<file path="config.mk">
export PLATFORM = sky130hd
export DESIGN_NAME = gcg_top
export DESIGN_NICKNAME = d
export VERILOG_FILES = /design/src/rtl/gcg_pkg.sv /design/src/rtl/gcg_clk_div.sv /design/src/rtl/gcg_top.sv
export SDC_FILE = /design/constraint.sdc
export NUM_CORES = 1
export LEC_CHECK = 0
export ABC_AREA = 1
export BUFFER_PORTS_ARGS = -buffer_cell sky130_fd_sc_hd__buf_4
export CAP_MARGIN = 40
export CORE_MARGIN = 4
export CORE_UTILIZATION = 45
export CTS_CLUSTER_DIAMETER = 80
export DETAILED_ROUTE_END_ITERATION = 6
export PLACE_DENSITY_LB_ADDON = 0.3
export SLEW_MARGIN = 20
export SYNTH_ARGS = -nofsm -noshare
export SYNTH_HDL_FRONTEND = slang
export SYNTH_HIERARCHICAL = 1
export SYNTH_SLANG_ARGS = --single-unit
</file>
<file path="constraint.sdc">
create_clock -name clk -period 4.5 [get_ports clk]
set_input_delay 0.9 -clock clk [delete_from_list [all_inputs] [get_ports clk]]
set_output_delay 0.9 -clock clk [all_outputs]
set_load 0.03 [all_outputs]
</file>
<file path="src/rtl/gcg_pkg.sv">
// Constants shared by the clock generation block: register map, field layout,
// reset values and divider settings.
// Assumes a 40 MHz system clock and APB byte addressing with 32-bit words.
package gcg_pkg;

   // ------------------------------------------------------------------
   // Register map
   // ------------------------------------------------------------------
   localparam int          ADDR_W                 = 12;
   localparam int          REG_W                  = 8;
   localparam logic [11:0] OFS_GCI_PORT_CLOCK_SEL = 12'h240;
   localparam logic [11:0] OFS_AUX_CLOCK_OUT_CTRL = 12'h244;
   localparam logic [11:0] OFS_CORE_CLOCK_CTRL    = 12'h248;
   localparam logic [11:0] OFS_CLOCK_LOCK_BUS_DIV = 12'h24c;
   localparam logic [7:0]  RST_GCI_PORT_CLOCK_SEL = 8'h00;
   localparam logic [7:0]  RST_AUX_CLOCK_OUT_CTRL = 8'h00;
   localparam logic [7:0]  RST_CORE_CLOCK_CTRL    = 8'h00;
   localparam logic [7:0]  RST_CLOCK_LOCK_BUS_DIV = 8'h00;

   // ------------------------------------------------------------------
   // Field layout
   // ------------------------------------------------------------------
   localparam int          NUM_PORTS       = 3;
   localparam int          PORT_SEL_W      = 2;
   localparam int          MASTER_FS_LSB   = 6;
   localparam int          DIV_PAR_LSB     = 0;
   localparam int          DIV_PAR_W       = 4;
   localparam int          GATE_LSB        = 4;
   localparam logic [3:0]  GATE_OFF_CODE   = 4'h9;
   localparam int          LOCK_BIT        = 0;
   localparam int          UART_STOP_BIT   = 1;
   localparam int          BUS_DIV_LSB     = 2;

   // Per-port source codes
   localparam logic [1:0]  SRC_INACTIVE    = 2'h0;
   localparam logic [1:0]  SRC_MASTER      = 2'h1;
   localparam logic [1:0]  SRC_512K        = 2'h2;
   localparam logic [1:0]  SRC_4096K       = 2'h3;

   // Master frame-sync source codes
   localparam logic [1:0]  MFS_XTAL        = 2'h0;
   localparam logic [1:0]  MFS_PORT0       = 2'h1;
   localparam logic [1:0]  MFS_PORT1       = 2'h2;
   localparam logic [1:0]  MFS_PORT2       = 2'h3;

   // ------------------------------------------------------------------
   // Divider settings
   // ------------------------------------------------------------------
   // Bus clock half-period counts minus one for /4, /8, /16, /32
   localparam logic [3:0]  BUS_HALF_DIV4   = 4'h1;
   localparam logic [3:0]  BUS_HALF_DIV8   = 4'h3;
   localparam logic [3:0]  BUS_HALF_DIV16  = 4'h7;
   localparam logic [3:0]  BUS_HALF_DIV32  = 4'hf;

   // Synchronised pin inputs, bit positions in one vector
   localparam int          IN_MASTER_BCLK  = 0;
   localparam int          IN_XTAL_FS      = 1;
   localparam int          IN_BCLK_512K    = 2;
   localparam int          IN_FS_512K      = 3;
   localparam int          IN_BCLK_4096K   = 4;
   localparam int          IN_FS_4096K     = 5;
   localparam int          IN_PORT_FS_LSB  = 6;
   localparam int          IN_LOCK         = 9;
   localparam int          NUM_SYNC_IN     = 10;

endpackage

</file>
<file path="src/rtl/gcg_clk_div.sv">
// Glitch-free programmable clock divider with a run/stop gate.
// Assumes settings come from the same clock domain; they are sampled only
// at the end of a whole output period or while stopped.
`timescale 1ns/1ps

module gcg_clk_div #(
   parameter int DIV_W = 4
) (
   input  wire logic             clk,
   input  wire logic             rst,
   input  wire logic [DIV_W-1:0] half_par,
   input  wire logic             run,
   output logic                  clk_out
);

   logic [DIV_W-1:0] cnt_ff;
   logic [DIV_W-1:0] par_ff;
   logic             run_ff;
   logic             clk_out_ff;
   logic             half_end;
   logic             period_end;

   // ------------------------------------------------------------------
   // Period tracking
   // ------------------------------------------------------------------
   // Output period is 2*(half_par+1) input cycles
   assign half_end   = (cnt_ff == par_ff);
   assign period_end = half_end & clk_out_ff;

   always_ff @(posedge clk or posedge rst) begin
      if (rst) begin
         cnt_ff <= '0;
      end else if (half_end | ~run_ff) begin
         cnt_ff <= '0;
      end else begin
         cnt_ff <= cnt_ff + 1'b1;
      end
   end

   // New settings land only at a period boundary or while stopped
   always_ff @(posedge clk or posedge rst) begin
      if (rst) begin
         par_ff <= '0;
         run_ff <= 1'b0;
      end else if (period_end | ~run_ff) begin
         par_ff <= half_par;
         run_ff <= run;
      end
   end

   // Stopping at a period end parks the output low, so no runt pulse
   always_ff @(posedge clk or posedge rst) begin
      if (rst) begin
         clk_out_ff <= 1'b0;
      end else if (~run_ff) begin
         clk_out_ff <= 1'b0;
      end else if (period_end & ~run) begin
         clk_out_ff <= 1'b0;
      end else if (half_end) begin
         clk_out_ff <= ~clk_out_ff;
      end
   end

   assign clk_out = clk_out_ff;

endmodule

</file>
<file path="src/rtl/gcg_top.sv">
// Clock generation unit: GCI port clock routing, master frame-sync choice,
// auxiliary and core clock dividers, UART clock gate, bus clock divider and
// loop lock status, all behind an APB slave with four byte-wide registers.
// Assumes all clock and sync sources arrive asynchronously and are far slower
// than clk, so they are resampled; routed outputs carry that sampling delay.
`timescale 1ns/1ps

module gcg_top (
   input  wire logic                          clk,
   input  wire logic                          rst,
   // APB slave
   input  wire logic                          psel,
   input  wire logic                          penable,
   input  wire logic                          pwrite,
   input  wire logic [gcg_pkg::ADDR_W-1:0]    paddr,
   input  wire logic [31:0]                   pwdata,
   input  wire logic [3:0]                    pstrb,
   output logic                               pready,
   output logic [31:0]                        prdata,
   output logic                               pslverr,
   // Clock and sync sources
   input  wire logic                          master_bit_clock,
   input  wire logic                          xtal_frame_sync,
   input  wire logic                          bit_clock_512k,
   input  wire logic                          frame_sync_512k,
   input  wire logic                          bit_clock_4096k,
   input  wire logic                          frame_sync_4096k,
   input  wire logic [gcg_pkg::NUM_PORTS-1:0] port_frame_sync_in,
   input  wire logic                          dpll_locked,
   // Routed and generated clocks
   output logic                               master_frame_sync,
   output logic [gcg_pkg::NUM_PORTS-1:0]      port_bit_clock,
   output logic [gcg_pkg::NUM_PORTS-1:0]      port_frame_sync,
   output logic [gcg_pkg::NUM_PORTS-1:0]      port_active,
   output logic                               aux_clock_output,
   output logic                               cpu_core_clock,
   output logic                               periph_bus_clock,
   output logic                               uart_clock_enable
);
   import gcg_pkg::*;

   // ------------------------------------------------------------------
   // Declarations
   // ------------------------------------------------------------------
   logic [REG_W-1:0]       port_sel_ff;
   logic [REG_W-1:0]       aux_ctrl_ff;
   logic [REG_W-1:0]       core_ctrl_ff;
   logic [REG_W-1:0]       lock_div_ff;
   logic                   pready_ff;
   logic [31:0]            prdata_ff;
   logic                   pslverr_ff;
   logic [31:0]            nxt_prdata;
   logic                   nxt_slverr;
   logic                   access;
   logic                   wr_en;
   logic                   hit;
   logic [NUM_SYNC_IN-1:0] raw_in;
   logic [NUM_SYNC_IN-1:0] meta_ff;
   logic [NUM_SYNC_IN-1:0] sync_ff;
   logic                   lock_ff;
   logic                   mfs_sel;
   logic                   master_fs_ff;
   logic [NUM_PORTS-1:0]   port_bclk_ff;
   logic [NUM_PORTS-1:0]   port_fs_ff;
   logic [NUM_PORTS-1:0]   port_act_ff;
   logic                   uart_en_ff;
   logic                   aux_run;
   logic                   core_run;
   logic [3:0]             bus_half;
   logic                   aux_clk;
   logic                   core_clk;
   logic                   bus_clk;
   logic                   aux_clk_ff;
   logic                   core_clk_ff;
   logic                   bus_clk_ff;

   // ------------------------------------------------------------------
   // APB slave
   // ------------------------------------------------------------------
   // One wait state so read data and completion come from flip-flops
   assign access = psel & penable;
   assign wr_en  = access & pready_ff & pwrite & pstrb[0];

   always_comb begin
      nxt_prdata = 32'h0000_0000;
      hit        = 1'b1;
      unique case (paddr)
         OFS_GCI_PORT_CLOCK_SEL: begin
            nxt_prdata[REG_W-1:0] = port_sel_ff;
         end
         OFS_AUX_CLOCK_OUT_CTRL: begin
            nxt_prdata[REG_W-1:0] = aux_ctrl_ff;
         end
         OFS_CORE_CLOCK_CTRL: begin
            nxt_prdata[REG_W-1:0] = core_ctrl_ff;
         end
         OFS_CLOCK_LOCK_BUS_DIV: begin
            nxt_prdata[REG_W-1:0] = lock_div_ff;
            nxt_prdata[LOCK_BIT]  = lock_ff;
         end
         default: begin
            hit = 1'b0;
         end
      endcase
      nxt_slverr = ~hit;
   end

   always_ff @(posedge clk or posedge rst) begin
      if (rst) begin
         pready_ff <= 1'b0;
      end else begin
         pready_ff <= access & ~pready_ff;
      end
   end

   always_ff @(posedge clk or posedge rst) begin
      if (rst) begin
         prdata_ff  <= 32'h0000_0000;
         pslverr_ff <= 1'b0;
      end else if (access & ~pready_ff) begin
         prdata_ff  <= pwrite ? 32'h0000_0000 : nxt_prdata;
         pslverr_ff <= nxt_slverr;
      end else begin
         prdata_ff  <= 32'h0000_0000;
         pslverr_ff <= 1'b0;
      end
   end

   assign pready  = pready_ff;
   assign prdata  = prdata_ff;
   assign pslverr = pslverr_ff;

   // ------------------------------------------------------------------
   // Registers
   // ------------------------------------------------------------------
   always_ff @(posedge clk or posedge rst) begin
      if (rst) begin
         port_sel_ff <= RST_GCI_PORT_CLOCK_SEL;
      end else if (wr_en && paddr == OFS_GCI_PORT_CLOCK_SEL) begin
         port_sel_ff <= pwdata[REG_W-1:0];
      end
   end

   always_ff @(posedge clk or posedge rst) begin
      if (rst) begin
         aux_ctrl_ff <= RST_AUX_CLOCK_OUT_CTRL;
      end else if (wr_en && paddr == OFS_AUX_CLOCK_OUT_CTRL) begin
         aux_ctrl_ff <= pwdata[REG_W-1:0];
      end
   end

   always_ff @(posedge clk or posedge rst) begin
      if (rst) begin
         core_ctrl_ff <= RST_CORE_CLOCK_CTRL;
      end else if (wr_en && paddr == OFS_CORE_CLOCK_CTRL) begin
         core_ctrl_ff <= pwdata[REG_W-1:0];
      end
   end

   // Bit 0 is never stored; it always reads the live lock flag
   always_ff @(posedge clk or posedge rst) begin
      if (rst) begin
         lock_div_ff <= RST_CLOCK_LOCK_BUS_DIV;
      end else if (wr_en && paddr == OFS_CLOCK_LOCK_BUS_DIV) begin
         lock_div_ff <= {pwdata[REG_W-1:1], 1'b0};
      end
   end

   // ------------------------------------------------------------------
   // Input resampling
   // ------------------------------------------------------------------
   assign raw_in[IN_MASTER_BCLK]                       = master_bit_clock;
   assign raw_in[IN_XTAL_FS]                           = xtal_frame_sync;
   assign raw_in[IN_BCLK_512K]                         = bit_clock_512k;
   assign raw_in[IN_FS_512K]                           = frame_sync_512k;
   assign raw_in[IN_BCLK_4096K]                        = bit_clock_4096k;
   assign raw_in[IN_FS_4096K]                          = frame_sync_4096k;
   assign raw_in[IN_PORT_FS_LSB +: NUM_PORTS]          = port_frame_sync_in;
   assign raw_in[IN_LOCK]                              = dpll_locked;

   // At 40 MHz the 4096 kHz clock is sampled roughly ten times per period,
   // so edges carry up to one cycle of jitter
   always_ff @(posedge clk or posedge rst) begin
      if (rst) begin
         meta_ff <= '0;
         sync_ff <= '0;
      end else begin
         meta_ff <= raw_in;
         sync_ff <= meta_ff;
      end
   end

   always_ff @(posedge clk or posedge rst) begin
      if (rst) begin
         lock_ff <= 1'b0;
      end else begin
         lock_ff <= sync_ff[IN_LOCK];
      end
   end

   // ------------------------------------------------------------------
   // Master frame sync
   // ------------------------------------------------------------------
   always_comb begin
      unique case (port_sel_ff[MASTER_FS_LSB +: PORT_SEL_W])
         MFS_XTAL:  mfs_sel = sync_ff[IN_XTAL_FS];
         MFS_PORT0: mfs_sel = sync_ff[IN_PORT_FS_LSB];
         MFS_PORT1: mfs_sel = sync_ff[IN_PORT_FS_LSB+1];
         MFS_PORT2: mfs_sel = sync_ff[IN_PORT_FS_LSB+2];
      endcase
   end

   always_ff @(posedge clk or posedge rst) begin
      if (rst) begin
         master_fs_ff <= 1'b0;
      end else begin
         master_fs_ff <= mfs_sel;
      end
   end

   assign master_frame_sync = master_fs_ff;

   // ------------------------------------------------------------------
   // Per-port clock routing
   // ------------------------------------------------------------------
   genvar gp;
   generate
      for (gp = 0; gp < NUM_PORTS; gp++) begin : g_port
         logic [PORT_SEL_W-1:0] src;
         logic                  nxt_bclk;
         logic                  nxt_fs;

         assign src = port_sel_ff[gp*PORT_SEL_W +: PORT_SEL_W];

         always_comb begin
            unique case (src)
               SRC_INACTIVE: begin
                  nxt_bclk = 1'b0;
                  nxt_fs   = 1'b0;
               end
               SRC_MASTER: begin
                  nxt_bclk = sync_ff[IN_MASTER_BCLK];
                  nxt_fs   = master_fs_ff;
               end
               SRC_512K: begin
                  nxt_bclk = sync_ff[IN_BCLK_512K];
                  nxt_fs   = sync_ff[IN_FS_512K];
               end
               SRC_4096K: begin
                  nxt_bclk = sync_ff[IN_BCLK_4096K];
                  nxt_fs   = sync_ff[IN_FS_4096K];
               end
            endcase
         end

         always_ff @(posedge clk or posedge rst) begin
            if (rst) begin
               port_bclk_ff[gp] <= 1'b0;
               port_fs_ff[gp]   <= 1'b0;
               port_act_ff[gp]  <= 1'b0;
            end else begin
               port_bclk_ff[gp] <= nxt_bclk;
               port_fs_ff[gp]   <= nxt_fs;
               port_act_ff[gp]  <= (src != SRC_INACTIVE);
            end
         end
      end
   endgenerate

   assign port_bit_clock  = port_bclk_ff;
   assign port_frame_sync = port_fs_ff;
   assign port_active     = port_act_ff;

   // ------------------------------------------------------------------
   // Generated clocks
   // ------------------------------------------------------------------
   assign aux_run  = (aux_ctrl_ff[GATE_LSB +: 4] != GATE_OFF_CODE);
   assign core_run = (core_ctrl_ff[GATE_LSB +: 4] != GATE_OFF_CODE);

   always_comb begin
      unique case (lock_div_ff[BUS_DIV_LSB +: 2])
         2'h0: bus_half = BUS_HALF_DIV4;
         2'h1: bus_half = BUS_HALF_DIV8;
         2'h2: bus_half = BUS_HALF_DIV16;
         2'h3: bus_half = BUS_HALF_DIV32;
      endcase
   end

   gcg_clk_div #(
      .DIV_W    (DIV_PAR_W)
   ) u_aux_div (
      .clk      (clk),
      .rst      (rst),
      .half_par (aux_ctrl_ff[DIV_PAR_LSB +: DIV_PAR_W]),
      .run      (aux_run),
      .clk_out  (aux_clk)
   );

   gcg_clk_div #(
      .DIV_W    (DIV_PAR_W)
   ) u_core_div (
      .clk      (clk),
      .rst      (rst),
      .half_par (core_ctrl_ff[DIV_PAR_LSB +: DIV_PAR_W]),
      .run      (core_run),
      .clk_out  (core_clk)
   );

   // Bus divider never stops; a dead bus clock would lock out software
   gcg_clk_div #(
      .DIV_W    (4)
   ) u_bus_div (
      .clk      (clk),
      .rst      (rst),
      .half_par (bus_half),
      .run      (1'b1),
      .clk_out  (bus_clk)
   );

   always_ff @(posedge clk or posedge rst) begin
      if (rst) begin
         aux_clk_ff  <= 1'b0;
         core_clk_ff <= 1'b0;
         bus_clk_ff  <= 1'b0;
      end else begin
         aux_clk_ff  <= aux_clk;
         core_clk_ff <= core_clk;
         bus_clk_ff  <= bus_clk;
      end
   end

   assign aux_clock_output = aux_clk_ff;
   assign cpu_core_clock   = core_clk_ff;
   assign periph_bus_clock = bus_clk_ff;

   // ------------------------------------------------------------------
   // UART clock gate
   // ------------------------------------------------------------------
   always_ff @(posedge clk or posedge rst) begin
      if (rst) begin
         uart_en_ff <= 1'b1;
      end else begin
         uart_en_ff <= ~lock_div_ff[UART_STOP_BIT];
      end
   end

   assign uart_clock_enable = uart_en_ff;

endmodule

</file>
==> results.toml <==
[place]
hpwlAfterDp_um = 6960
dp_cells = 712
place_area_um2 = 5360
port_buffers = 59
gp_congestion = 0.811

[clock_tree]
h-tree-depth = 3
post_cts_buffers = 0
cts_tree = "yes"
clk-insertion-delay-late_ns = 0.36
cts_resized = 0
clock-root-buffer = "clkbuf_8"
hold_buffers = 0
cts_sinks = 106
clockBufferDepth = 2
clk_pin_slew_ns = 0.11
cts_buffers = 9

[grt]
grt_start_max_net_pins = 47
track_usage_pct = 15.6
first_global_vias = 3521
grt_pass1_wl_um = 16200
antenna_found_initial = 0
overflow = 0

[timing]
max_slew.worst_pin.slew_ns = 0.684
hold_viol_final = 0
tns_ns = 0
fmax_mhz = 505
finalCritPeriodShare_pct = 44.0
slew_violations = 0
maxSlewHeadroom_pct = 54.3
rsz0062_at_grt = "no"
hold_slack_ns = 0.357
fin_skew_ns = 0.00891
finalSetupViolations = 0
finalCriticalPeriod_ns = 1.98

[pwr]
p_per_area_nw_per_um2 = 336
p_leak_nw = 2.87
vdd_ir_drop_max_mv = 0.209

[drt]
ant_nets = 0
wl_per_cell_um = 13.0
vias = 3511
drtPass1Iterations = 4
drc = 0
drt_iter0_drc = 166
drt-total-wl_um = 9430
vias_per_cell = 4.82

[synthesis]
synth_seq_area_share_pct = 54.0
synth.ff_latch_count = 106
syn_area_um2 = 4910
yosysWarnings = 6
ys_types = 28
syn_inst = 524
syn_area_per_cell_um2 = 9.37

[floorplan]
start_util_pct = 46.9
fp-row-count = 37
die_h_um = 112
dieArea_um2 = 12600
die_w_um = 112
core_region_area_um2 = 10500
io_pins = 111

[worst_hold_path]
worstHoldStart = "meta_ff[3]"
hp-class = "flop to flop"

[setup_path]
endpoint_kind = "flop"
r2r-start = "pready"
crit_arrival_ns = 2.23
path_class = "input port to flop"
start_kind = "input port"
crit_path_start = "paddr[11]"
critPathMaxFanout = 35
required_ns = 4.75

[finish]
syn2layout_area_growth_pct = 13.0
ff_latch_area_um2 = 2650
fin_nets = 653
fillers = 962
antennaDiodeCount = 0
drive_gt1_share_pct = 25.5
multi_input_area_um2 = 1850
final_common_cell = "nand2_1"
layout.cells.non_filler = 728
final_cell_area_um2 = 5550
mostFrequentLayoutCells = "nand2_1 (113), dfrtp_1 (105), nand3_1 (89)"

[run_status]
status = "finished, final reports clean"

[job]
maxCapViolations = 0
## Yosys cell counts, drive strengths merged
cell type	instances	share of area (%)
buf	31	5.3
dfrtp	105	54
nor3	1	0.20
conb	2	0.15
nand2	123	10
o21ai	34	6.0
dfstp	1	0.54
clkbuf	1	0.076
or2	1	0.13
o32ai	1	0.18
inv	62	4.8
a21oi	3	0.31
ha	3	0.76
xor2	3	0.54
xnor2	3	0.54
nor2	57	6.5
nand3	93	10
## cell type report
| class | instances | share of cell area [%] |
|---|---|---|
| Clock buffer | 9 | 2.23 |
| Clock inverter | 7 | 1.20 |
| Inverter | 62 | 4.24 |
| Multi-Input combinational cell | 348 | 33.3 |
| Sequential cell | 106 | 47.8 |
| Tap cell | 136 | 3.07 |
| Timing Repair Buffer | 60 | 8.12 |
## cell families (layout without fill, tap and decap cells)
group	after synthesis	count (layout)	share of synthesized area, %
AOI/OAI and AO/OA	38	38	6.47
other	2	26	0.153
adders and majority gates	3	3	0.764
and+or+nand+nor	275	275	27.4
buffers and inverters	94	138	10.1
xor gates and xnor gates	6	6	1.07
DFF	106	106	54.0
## power by group
| group | leakage (nW) | internal (mW) | switching [mW] |
|---|---|---|---|
| sequential | 1.39 | 0.997 | 0.0387 |
| clock | 0.0982 | 0.216 | 0.347 |
| combinational | 1.38 | 0.0797 | 0.185 |
## per-stage QoR
step | power, mW | setup WS [ns] | utilization (%)
2_1_floorplan | 1.25 | 1.66 | -
6_report | 1.86 | 2.52 | 53.0
4_1_cts | 1.89 | 2.52 | 53.0
5_1_grt | 1.96 | 2.40 | 53.0
3_5_place_dp | 1.32 | 2.13 | 51.2
3_3_place_gp | 1.31 | 2.20 | 51.2
## critical path, stage by stage
cell     delay (ns)
buf_4          0.11
nor2_1         0.12
nand2_2        0.12
nor2_8         0.43
nand3_4        0.32
nand2_1        0.17
o21ai_2        0.06
## layer usage
layer | vias up | global-route usage, % | part of all wire (%)
met1 | 1673 | 19.7 | 42
li1 | 1741 | - | -
met5 | - | 0 | 0
met3 | 15 | 3.72 | 4.7
met4 | 0 | 4.89 | 1.9
met2 | 82 | 26.6 | 51
## registers in the layout (all words and copies together), names as in the netlist, 3 cells and up
name,flops
u_core_div/cnt_ff,4
u_bus_div/par_ff,4
lock_div_ff,7
port_sel_ff,8
prdata,8
port_active,3
meta_ff,10
sync_ff,10
port_frame_sync,3
core_ctrl_ff,8
u_aux_div/cnt_ff,4
aux_ctrl_ff,8
u_core_div/par_ff,4
u_bus_div/cnt_ff,4
u_aux_div/par_ff,4
port_bit_clock,3
## path summary, 6_finish.rpt
path                            slack (ns)                  to  cells past startpoint
worst min-delay path                  0.36          sync_ff[3]                      0
worst min register to register        0.36          sync_ff[3]                      0
min in group asynchronous             0.54  u_core_div/clk_out                      2
worst max register to register        3.01      port_sel_ff[4]                      5
worst max-delay path                  2.52      aux_ctrl_ff[3]                      7
max in group asynchronous             2.80      aux_ctrl_ff[1]                      3
Note: power is estimated with default switching activity, not from simulation.
